==> config.mk <==
export PLATFORM = sky130hd
export DESIGN_NAME = ccdrr_router
export DESIGN_NICKNAME = d
export VERILOG_FILES = /design/src/verilog/ccdrr_pkg.sv /design/src/verilog/ccdrr_router.sv
export VERILOG_INCLUDE_DIRS = /design/src /design/src/verilog
export SDC_FILE = /design/constraint.sdc
export NUM_CORES = 1
export LEC_CHECK = 0
export BUFFER_PORTS_ARGS = -buffer_cell sky130_fd_sc_hd__buf_2
export CORE_ASPECT_RATIO = 1.25
export CORE_MARGIN = 3
export CORE_UTILIZATION = 56
export CTS_BUF_LIST = sky130_fd_sc_hd__clkbuf_4 sky130_fd_sc_hd__clkbuf_8
export DETAILED_ROUTE_END_ITERATION = 8
export PLACE_DENSITY_LB_ADDON = 0.05
export SYNTH_ARGS = -nofsm -noshare
export SYNTH_HDL_FRONTEND = slang
export SYNTH_SLANG_ARGS = --single-unit
==> constraint.sdc <==
create_clock -name clock -period 2.1 [get_ports clock]
set_clock_uncertainty 0.2 [all_clocks]
set_input_delay 0.21 -clock clock [delete_from_list [all_inputs] [get_ports clock]]
set_output_delay 0.21 -clock clock [all_outputs]
set_load 0.005 [all_outputs]
==> src/verilog/ccdrr_defs.svh <==
// Constants for the clock router: supply settle timing, collection phase and reset values
// Behaviour
// Section A forward: phases 1-4 direct, upper gate phase 4
// Section D forward: phases 1-4 direct, lower gate phase 1
// Split: B direct upward, C direct downward
// Section A reversed: phases reversed, upper gate low
// Section D reversed: phases reversed, lower gate low
// B downward or C upward: phases reversed
// Whole array upper: A,B forward, C,D reversed
// Mode set only by routed pulse sequences
// Register electrodes 1,2 high during line transfer
// Own output: phase1 to e2, phase2 to e1
// Reversed half-section: phases 1-3 straight
// Four outputs: all own, any single reversible
// No summing: summing gate follows register phase 3
// Summing: hold gate high N cycles, then release
// Power-up: drains up before substrate rises
// Power-down: substrate to zero before drains
// Integration: all phases held static
// Collection: image phases 2 and 3 held high
// Routing from one mode, changed only while static
`ifndef CCDRR_DEFS_SVH
`define CCDRR_DEFS_SVH
// ==========================================
// Supply sequencing
`define CCDRR_SETTLE_US        100
`define CCDRR_CLK_MHZ          20
`define CCDRR_SETTLE_CYC       (`CCDRR_SETTLE_US * `CCDRR_CLK_MHZ)
`define CCDRR_CNT_W            16
// ==========================================
// Reset values and collection phase
`define CCDRR_PHASE_RST        4'h0
`define CCDRR_COLLECT_PHASE    4'h6
`define CCDRR_DIR_RST          4'h0
`define CCDRR_REV_RST          4'h0
`endif

==> src/verilog/ccdrr_pkg.sv <==
// Types for the clock router
package ccdrr_pkg;
   typedef enum logic [1:0] {ccdrr_off, ccdrr_drains_up, ccdrr_on, ccdrr_sub_down} ccdrr_pwr_e;
   typedef enum logic [1:0] {ccdrr_static, ccdrr_parallel, ccdrr_serial} ccdrr_act_e;
endpackage : ccdrr_pkg

==> src/verilog/ccdrr_router.sv <==
// Phase-to-electrode router and supply sequencer for a four-section sensor
`timescale 1ns/100ps
`include "ccdrr_defs.svh"
module ccdrr_router
   import ccdrr_pkg::*;
(
   input  wire logic       clock,
   input  wire logic       rst_n,
   input  wire logic       power_req,
   input  wire logic [1:0] activity,
   input  wire logic [3:0] mode_dir,
   input  wire logic [3:0] mode_rev,
   input  wire logic [3:0] img_phase,
   input  wire logic [2:0] reg_phase,
   input  wire logic       sum_en,
   input  wire logic [1:0] sum_sel,
   input  wire logic [7:0] sum_count,
   input  wire logic       sum_pixel,
   output logic [3:0]      sec_a,
   output logic [3:0]      sec_b,
   output logic [3:0]      sec_c,
   output logic [3:0]      sec_d,
   output logic            upper_transfer_gate,
   output logic            lower_transfer_gate,
   output logic [2:0]      half_e,
   output logic [2:0]      half_f,
   output logic [2:0]      half_g,
   output logic [2:0]      half_h,
   output logic [3:0]      summing_well_gate,
   output logic            drains_on,
   output logic            substrate_on,
   output logic            mode_busy
);
   // ==========================================
   // Helpers
   function automatic logic [3:0] ccdrr_img_map(input logic [3:0] ph, input logic rev);
      ccdrr_img_map = rev ? {ph[0], ph[1], ph[2], ph[3]} : ph;
   endfunction : ccdrr_img_map

   function automatic logic [2:0] ccdrr_reg_map(input logic [2:0] ph, input logic rev, input logic xfer);
      if (xfer) begin
         ccdrr_reg_map = {ph[2], 2'b11};
      end else if (rev) begin
         ccdrr_reg_map = ph;
      end else begin
         ccdrr_reg_map = {ph[2], ph[0], ph[1]};
      end
   endfunction : ccdrr_reg_map

   // ==========================================
   // Latched routing
   logic [3:0]  dir_q;
   logic [3:0]  rev_q;
   ccdrr_pwr_e  pwr;
   ccdrr_act_e  act;
   assign act = ccdrr_act_e'(activity);
   assign mode_busy = (act != ccdrr_static);

   // Mode latched only while static so no phase glitches mid-transfer
   always_ff @(posedge clock or negedge rst_n) begin
      if (!rst_n) begin
         dir_q <= `CCDRR_DIR_RST;
         rev_q <= `CCDRR_REV_RST;
      end else if (!mode_busy) begin
         dir_q <= mode_dir;
         rev_q <= mode_rev;
      end
   end

   // ==========================================
   // Image outputs
   // dir bit per section: 1 = away from its natural register
   logic        running;
   logic [3:0]  ph;
   assign running = substrate_on || (pwr == ccdrr_on);
   assign ph = (act == ccdrr_parallel) ? img_phase : `CCDRR_COLLECT_PHASE;

   always_ff @(posedge clock or negedge rst_n) begin
      if (!rst_n) begin
         sec_a <= `CCDRR_PHASE_RST;
         sec_b <= `CCDRR_PHASE_RST;
         sec_c <= `CCDRR_PHASE_RST;
         sec_d <= `CCDRR_PHASE_RST;
         upper_transfer_gate <= 1'b0;
         lower_transfer_gate <= 1'b0;
      end else if (running) begin
         sec_a <= ccdrr_img_map(ph, dir_q[0]);
         sec_b <= ccdrr_img_map(ph, dir_q[1]);
         sec_c <= ccdrr_img_map(ph, dir_q[2]);
         sec_d <= ccdrr_img_map(ph, dir_q[3]);
         upper_transfer_gate <= dir_q[0] ? 1'b0 : ph[3];
         lower_transfer_gate <= dir_q[3] ? 1'b0 : ph[0];
      end else begin
         sec_a <= `CCDRR_PHASE_RST;
         sec_b <= `CCDRR_PHASE_RST;
         sec_c <= `CCDRR_PHASE_RST;
         sec_d <= `CCDRR_PHASE_RST;
         upper_transfer_gate <= 1'b0;
         lower_transfer_gate <= 1'b0;
      end
   end

   // ==========================================
   // Register outputs
   logic       xfer;
   logic [2:0] rph;
   assign xfer = (act == ccdrr_parallel);
   assign rph = (act == ccdrr_serial) ? reg_phase : 3'h0;

   always_ff @(posedge clock or negedge rst_n) begin
      if (!rst_n) begin
         half_e <= 3'h0;
         half_f <= 3'h0;
         half_g <= 3'h0;
         half_h <= 3'h0;
      end else if (running) begin
         half_e <= ccdrr_reg_map(rph, rev_q[0], xfer);
         half_f <= ccdrr_reg_map(rph, rev_q[1], xfer);
         half_g <= ccdrr_reg_map(rph, rev_q[2], xfer);
         half_h <= ccdrr_reg_map(rph, rev_q[3], xfer);
      end else begin
         half_e <= 3'h0;
         half_f <= 3'h0;
         half_g <= 3'h0;
         half_h <= 3'h0;
      end
   end

   // ==========================================
   // Summing well
   logic [7:0] sum_left;
   logic       pix_d;
   logic       holding;
   assign holding = sum_en && (sum_left != 8'h00);

   always_ff @(posedge clock or negedge rst_n) begin
      if (!rst_n) begin
         sum_left <= 8'h00;
         pix_d <= 1'b0;
      end else begin
         pix_d <= sum_pixel;
         if (!sum_en || !mode_busy) begin
            sum_left <= sum_count;
         end else if (sum_pixel && !pix_d && holding) begin
            sum_left <= sum_left - 8'h01;
         end
      end
   end

   genvar gi;
   generate
      for (gi = 0; gi < 4; gi++) begin : g_sw
         always_ff @(posedge clock or negedge rst_n) begin
            if (!rst_n) begin
               summing_well_gate[gi] <= 1'b0;
            end else if (!running) begin
               summing_well_gate[gi] <= 1'b0;
            end else if (holding && (sum_sel == 2'(gi))) begin
               summing_well_gate[gi] <= 1'b1;
            end else begin
               summing_well_gate[gi] <= rph[2];
            end
         end
      end
   endgenerate

   // ==========================================
   // Supply sequencing
   logic [`CCDRR_CNT_W-1:0]  settle;
   logic                     settled;
   assign settled = (settle == `CCDRR_CNT_W'(`CCDRR_SETTLE_CYC));

   always_ff @(posedge clock or negedge rst_n) begin
      if (!rst_n) begin
         settle <= '0;
      end else if ((pwr == ccdrr_drains_up) || (pwr == ccdrr_sub_down)) begin
         if (!settled) begin
            settle <= settle + `CCDRR_CNT_W'(1);
         end
      end else begin
         settle <= '0;
      end
   end

   always_ff @(posedge clock or negedge rst_n) begin
      if (!rst_n) begin
         pwr <= ccdrr_off;
      end else begin
         unique case (pwr)
            ccdrr_off:       if (power_req) pwr <= ccdrr_drains_up;
            ccdrr_drains_up: if (settled) pwr <= ccdrr_on;
            ccdrr_on:        if (!power_req) pwr <= ccdrr_sub_down;
            ccdrr_sub_down:  if (settled) pwr <= ccdrr_off;
         endcase
      end
   end

   assign drains_on = (pwr != ccdrr_off);
   assign substrate_on = (pwr == ccdrr_on);
endmodule : ccdrr_router

==> results.md, run 1 <==
- CTS tree: yes
- Post-CTS Setup Bufs: 0
- Initial Util: 58.6%
- Syn_nets: 351
- Post-Layout Inst Area: 0.00407 mm2
- Initial DRC Count: 210
- Final setup TNS: 0 ns
- Crit path buffers/inverters: 1
- Most frequent cells in the layout: buf_2 (68), dfrtp_1 (66), nor2_1 (34), mux2i_1 (23)
- Largest area contributor in the netlist: dfrtp_1
- Final setup viols: 0
- DRC: 0
- DR pass1 iterations: 4
- Port-buffer cells: 68
- Crit-path max cell delay: just under 0.5 ns
- CP Capture Point: sum_left[0]
- Die width: 73.9 um
- Initial antenna violation count: 0
- Distinct cells, synth: 42
- CTS root buffer: clkbuf_8
- Vias in the first global route: 2553
- Static Leak: 2.02 nW
- Worst Hold Class: primary input to register
- Max IR drop VDD: between 0.5 and 0.6 mV
- Wire length per cell: 15.1 um
- Max Cap Viol: 0
- ANT nets after route: 0
- Register area share after synthesis: 51.1%
- Syn Inst Count: 311
- Placer Congestion: between 0.8 and 0.9
- Crit path DAT: 1.96 ns
- Hold WS: 0.0473 ns
- Synth-to-Final Area Change: 25.9%
- Status: finished, final reports clean
- Remaining Overflow, GRT: 0
- Clk_lat worst skew: 0.33 ns
- Critical Path End Type: register
- Global-route wire length before repair: 12000 um
- Slowest CP cell: or3b_2
- Post-DP Area: about 0.0037 mm2
- Non-filler cells, final: 473
- Die ar.: 0.00672 mm2
- Die Y: 90.9 um
- Clock sink count: 66
- IO Pins: slightly below 70
- FF-to-FF End: sum_left[0]
- # nets final: 444
- FMAX: slightly above 500 MHz
- Synth Cell Area: ~0.0032 mm2
- CP Cell Sequence: inv_1, ha_1, or3b_2, o21bai_2, xnor2_1, o21ai_0
- Cell depth of the worst flop-to-flop path: 6
- Clock-pin slew on the worst setup and hold paths: 0.07 ns
- Top-area cell type share of the netlist area: 51.1%
- Least-Margin Pin Slew: 0.509 ns
- Stages on worst setup path: 6
- Yosys warns: 0
- Largest delay share family, worst path: simple AND/OR/NAND/NOR gates
- Vias: 2537
- GR Util All Layers: 23.0%
- Cells after DPL: 435
- Share of layout cells above drive strength 1: 27.6%
- Routed vias/inst: 5.36
- Core area: 0.00552 mm2
- Max-slew violation count: 0
- Num CTS Buffers: 9
- Synth top area cells: dfrtp_1 (51%), mux2i_1 (7.1%), nor2_1 (3.9%)
- Post-DP HPWL: 4800 um
- CTS max path bufs: 2
- Cell area power density: about 900 mW/mm2
- Synth Area per Inst: 10.4 um2
- Worst Hold Path Cells: 3
- H-tree depth: 3
- Inserted Diodes: 0
- Fin crit period: 1.94 ns
- RSZ-0062 raised after global routing: no
- Commonest non-fill, non-tap cell in the layout: buf_2
- Slew headroom: between 60% and 70%
- FP Rows: 30
- Period utilization: between 90% and 100%
- Final WL: 7120 um
- Kind of critical path: register to register
- R2r setup slk: 0.16 ns
- CP Launch Point: sum_left[0]
- Synth Register Bits: 66
- RR Startpoint: sum_left[0]
- Worst Path Max Fanout: 4
- Largest net degree at the start of global routing: between 60 and 70
- Startpoint types: register
- Final number of hold-violating endpoints: 0
- CP required: 2.12 ns
## routing by layer
layer  part of all wire, %  up-vias  GRT usage (%)
met5                     0        -              0
met4                   1.2        0           7.40
met3                   4.0        8           5.98
met2                    54       50           38.5
met1                    41     1216           28.5
li1                      -     1263              -
## logic make-up after synthesis
kind of cell / share of synthesized area [%]
flops: 51.1
buf+inv: 4.18
compound gates: 11.5
mux: 10.3
simple gates: 16.8
xor+xnor: 2.98
fa+ha+maj: 3.10
## power by group
group | total, mW | switching [mW] | leakage (nW) | internal, mW
Sequential | 1.63 | 0.146 | 0.866 | 1.48
Clock | 0.958 | 0.463 | 0.0974 | 0.495
Combinational | 1.06 | 0.541 | 1.06 | 0.522
Total | 3.65 | 1.15 | 2.02 | 2.50
## state kept, by name, summed over array words and instances, names as in the netlist, 3 cells and up
register           count
sec_a                  4
sec_b                  4
dir_q                  4
half_e                 3
sec_d                  4
settle                16
summing_well_gate      4
rev_q                  4
sum_left               8
sec_c                  4
## what timing repair did
| action | 4_1_cts | 5_1_grt |
|---|---|---|
| resized for setup | 0 | 1 |
| endpoints found under the hold margin | 89 | 0 |
| setup endpoints to repair | 0 | 2 |
| hold buffers | 22 | 0 |
## stage by stage
stage / util, % / setup WS [ns] / power [mW]
6_report: 73.8 / 0.159 / 3.65
4_1_cts: 73.7 / 0.177 / 3.67
2_1_floorplan: - / 0.178 / 2.25
3_3_place_gp: 66.5 / 0.238 / 2.65
3_5_place_dp: 66.5 / 0.197 / 2.67
5_1_grt: 73.8 / 0.0367 / 3.88
## how the worst min path moves through the flow
| stage | startpoint | endpoint | slack [ns] |
|---|---|---|---|
| finish | sum_en | summing_well_gate[1] | 0.05 |
| global route | sum_en | summing_well_gate[3] | 0.06 |
| CTS | sum_en | summing_well_gate[1] | 0.04 |
| detailed placement | rst_n | sec_b[3] | 0.06 |
| global placement | rst_n | sec_b[2] | 0.05 |
| floorplan | rst_n | dir_q[0] | -0.29 |
## cells in the mapped netlist (all sizes together)
master   number
a211o         1
a211oi        2
a21boi        8
a21oi        12
a31o          1
a31oi         3
a41o          2
and3          2
buf          12
clkbuf        8
dfrtp        66
ha            8
inv          13
mux2          9
mux2i        23
nand2        22
nand2b        6
nand3         8
nand3b        2
nand4b        2
nand4bb       1
nor2         34
nor2b         2
nor3          7
nor3b         2
nor4          5
nor4b         3
nor4bb        1
o211ai        1
o21a         10
o21ai         9
o21bai        2
o41ai         4
or2           2
or3           3
or3b          1
or4           3
xnor2         9
xor2          2
## worst register-to-register path, cell delays in order, from the launching register on
cell,delay [ns]
dfrtp_1,0.40
inv_1,0.11
ha_1,0.21
or3b_2,0.49
o21bai_2,0.18
xnor2_1,0.15
o21ai_0,0.09
## area by class of cell
class | count | area [um2]
inverter | 13 | 48.8
fill | 407 | 1450
multi-input combinational | 212 | 1450
sequential | 66 | 1650
clock inverter | 3 | 15.0
clock buffer | 13 | 160
timing repair buffer | 102 | 663
tap | 64 | 80.1
Power figures use the tool's default switching activity.
==> inputs of run 2 (changes only) <==
--- a/config.mk
+++ b/config.mk
@@ -6,10 +6,11 @@
 export SDC_FILE = /design/constraint.sdc
 export NUM_CORES = 1
 export LEC_CHECK = 0
+export ABC_AREA = 1
 export BUFFER_PORTS_ARGS = -buffer_cell sky130_fd_sc_hd__buf_2
 export CORE_ASPECT_RATIO = 1.25
 export CORE_MARGIN = 3
-export CORE_UTILIZATION = 56
+export CORE_UTILIZATION = 57
 export CTS_BUF_LIST = sky130_fd_sc_hd__clkbuf_4 sky130_fd_sc_hd__clkbuf_8
 export DETAILED_ROUTE_END_ITERATION = 8
 export PLACE_DENSITY_LB_ADDON = 0.05
==> results.md, run 2 <==
- DR pass1 iterations: 4 (unchanged)
- Max Cap Viol: 0 (unchanged)
- Static Leak: 2.13 nW (+5.6%)
- CP Capture Point: summing_well_gate[2]
- Most frequent cells in the layout: nand2_1 (89), buf_2 (68), dfrtp_1 (66), inv_1 (44), nand3_1 (35)
- RR Startpoint: sum_left[1]
- Final number of hold-violating endpoints: 0 (unchanged)
- IO Pins: 69 (unchanged)
- Clock sink count: 66 (unchanged)
- Kind of critical path: register to register
- # nets final: 533 (+20%)
- Final setup viols: 0 (unchanged)
- Syn Inst Count: 397 (+28%)
- CTS root buffer: clkbuf_8
- RSZ-0062 raised after global routing: no
- Cell area power density: 888 mW/mm2 (-0.85%)
- Main combinational cell family by area after synthesis: simple AND/OR/NAND/NOR gates
- Slew headroom: 74.3% (+8.4 points)
- Distinct cells, synth: 27 (-36%)
- Synth Area in Compound Gates: 11.6% (+0.022 points)
- Share of layout cells above drive strength 1: 23.9% (-3.7 points)
- Yosys warns: 0 (unchanged)
- Post-DP HPWL: 4920 um (+2.3%)
- Die width: 74.0 um (about the same)
- Cell depth of the worst flop-to-flop path: 6 (unchanged)
- Remaining Overflow, GRT: 0 (unchanged)
- FP Rows: 30 (unchanged)
- R2r setup slk: 0.14 ns (-0.02 ns)
- Top-area cell type share of the netlist area: 50.2% (-0.91 points)
- Critical Path End Type: register
- Synth top area cells: dfrtp_1 (50%), nand2_1 (10%), nand3_1 (5.3%)
- Final WL: 7340 um (+3.1%)
- FF-to-FF End: summing_well_gate[2]
- Vias in the first global route: 2740 (+7.3%)
- Worst Hold Path Cells: 4 (+1)
- Worst Path Max Fanout: 4 (unchanged)
- Initial Util: 59.6% (+1.1 points)
- Cells after DPL: 522 (+20%)
- Register area share after synthesis: 50.2% (-0.91 points)
- Startpoint types: register
- GR Util All Layers: 23.9% (+0.85 points)
- Num CTS Buffers: 9 (unchanged)
- Core area: 0.00552 mm2 (unchanged)
- Layout fillers: 420 (+3.2%)
- Non-filler cells, final: 562 (+19%)
- Worst Hold Class: primary input to register
- Least-Margin Pin Slew: 0.385 ns (-0.124 ns)
- Wire length per cell: 13.1 um (-13%)
- Port-buffer cells: 68 (unchanged)
- EDFF count, synth: 0 (unchanged)
- Most frequent cells after synthesis: nand2_1 (90), dfrtp_1 (66), inv_1 (45), nand3_1 (35), nor2_1 (32)
- Synth Register Bits: 66 (unchanged)
- Placer Congestion: 0.849 (+1.2%)
- Fin crit period: 1.96 ns (+0.0205 ns)
- Main synth FF type: dfrtp_1
- Clk_lat worst skew: 0.35 ns (+0.02 ns)
- Initial DRC Count: 153 (-27%)
- Die Y: 91.0 um (about the same)
- Routed vias/inst: 5.17 (-3.6%)
- DR WL met2: 3760 um (-1.6%)
- Top flop regs: settle: 16 flops, sum_left: 8 flops
- Crit path DAT: 2.00 ns (+0.04 ns)
- Post-CTS Setup Bufs: 0 (unchanged)
- Inserted Diodes: 0 (unchanged)
- Asr flop ratio synth: 100% (unchanged)
- CTS tree: yes
- Synth-to-Final Area Change: 24.6%
- Final setup TNS: 0 ns (unchanged)
- Synth Cell Area: 0.00329 mm2 (+1.8%)
- CTS max path bufs: 2 (unchanged)
- M1 WL: 3100 um (+5.7%)
- DRC: 0 (unchanged)
- Vias: 2906 (+15%)
- Top-count cell post-synth: nand2_1
- Synth Area per Inst: 8.29 um2 (-20%)
- Largest area contributor in the netlist: dfrtp_1
- Largest net degree at the start of global routing: 67 (unchanged)
- Status: finished, final reports clean
- Commonest non-fill, non-tap cell in the layout: nand2_1
- Global-route wire length before repair: 12400 um (+3.2%)
- Tot Pwr: 3.64 mW (-0.11%)
- H-tree depth: 3 (unchanged)
- FMAX: 510 MHz (-1.0%)
- CP Launch Point: sum_left[1]
- Max IR drop VDD: 0.748 mV (+45%)
- Post-Synth XOR/XNOR Area: 0.798% (-2.2 points)
- Mux contribution to synthesized area: 0% (-10 points)
- Biggest register: settle
- Uppermost layer routed: met4
- Die ar.: 0.00673 mm2 (about the same)
- CP required: 2.14 ns (+0.02 ns)
- Syn_nets: 437 (+25%)
- Adder-Cell Fraction of Synth Area: 3.04% (-0.055 points)
- Initial antenna violation count: 0 (unchanged)
- Period utilization: 93.4% (+0.98 points)
- Clock-pin slew on the worst setup and hold paths: 0.08 ns (about the same)
- Worst hold start: power_req
- Metal3 WL: 389 um (+37%)
- Post-Synth Simple-Gate Area: 26.3% (+9.5 points)
- ANT nets after route: 0 (unchanged)
- Max FFs per register: 16 (unchanged)
- Max-slew violation count: 0 (unchanged)
## run 2: metal layers
layer | global-route usage, % | vias to the layer above
li1 | - | 1479
met2 | 39.4 | 77
met3 | 7.42 | 8
met4 | 6.95 | 0
met1 | 29.6 | 1342
met5 | 0 | -
## run 2: what timing repair did
item,4_1_cts,5_1_grt
endpoints found under the hold margin,91,0
hold buffers,24,0
gates resized for setup,0,3
setup endpoints to repair,0,2
## run 2: stage by stage
stage / hold slack (ns) / setup slack (ns) / util (%) / instance area, um2
after floorplan: -0.286 / 0.527 / - / 3290
after global placement: 0.0547 / 0.384 / 66.6 / 3670
after detailed placement: 0.0532 / 0.310 / 66.6 / 3670
after CTS: 0.00247 / 0.0906 / 74.2 / 4100
after global routing: 0.0306 / 0.0193 / 74.3 / 4100
final: 0.0185 / 0.138 / 74.3 / 4100
## run 2: how the worst min path moves through the flow
stage                        to
global placement     settle[13]
floorplan              dir_q[0]
CTS                 sum_left[1]
global route             pwr[0]
detailed placement   settle[12]
finish                   pwr[0]
## run 2: worst max-delay path, stage by stage (launching register included)
cell and delay [ns]:
dfrtp_1 0.38, inv_1 0.14, ha_1 0.21, nand4_2 0.18, nand2_2 0.12, o21ai_0 0.07, dlygate4sd3_1 0.56
## run 2: area by class of cell
type	instances	area, um2	share of cell area [%]
Inverter	52	195	4.76
Sequential cell	66	1650	40.3
Clock buffer	12	153	3.72
Timing Repair Buffer	95	616	15.0
Clock inverter	4	27.5	0.671
Multi-Input combinational cell	269	1380	33.6
Tap cell	64	80.1	1.95
## run 2: kinds of logic (layout without fill, tap and decap cells)
logic type / Yosys count / after routing
AO/OA/AOI/OAI: 71 / 71
buffers and inverters: 62 / 163
adder cells (fa/ha/maj): 8 / 8
flip-flops: 66 / 66
AND/OR/NAND/NOR: 187 / 187
XOR/XNOR: 3 / 3
## run 2: report_power, final
group,total (mW),switching (mW),internal [mW]
clock network,0.991,0.503,0.488
registers,1.60,0.120,1.48
logic,1.06,0.635,0.420
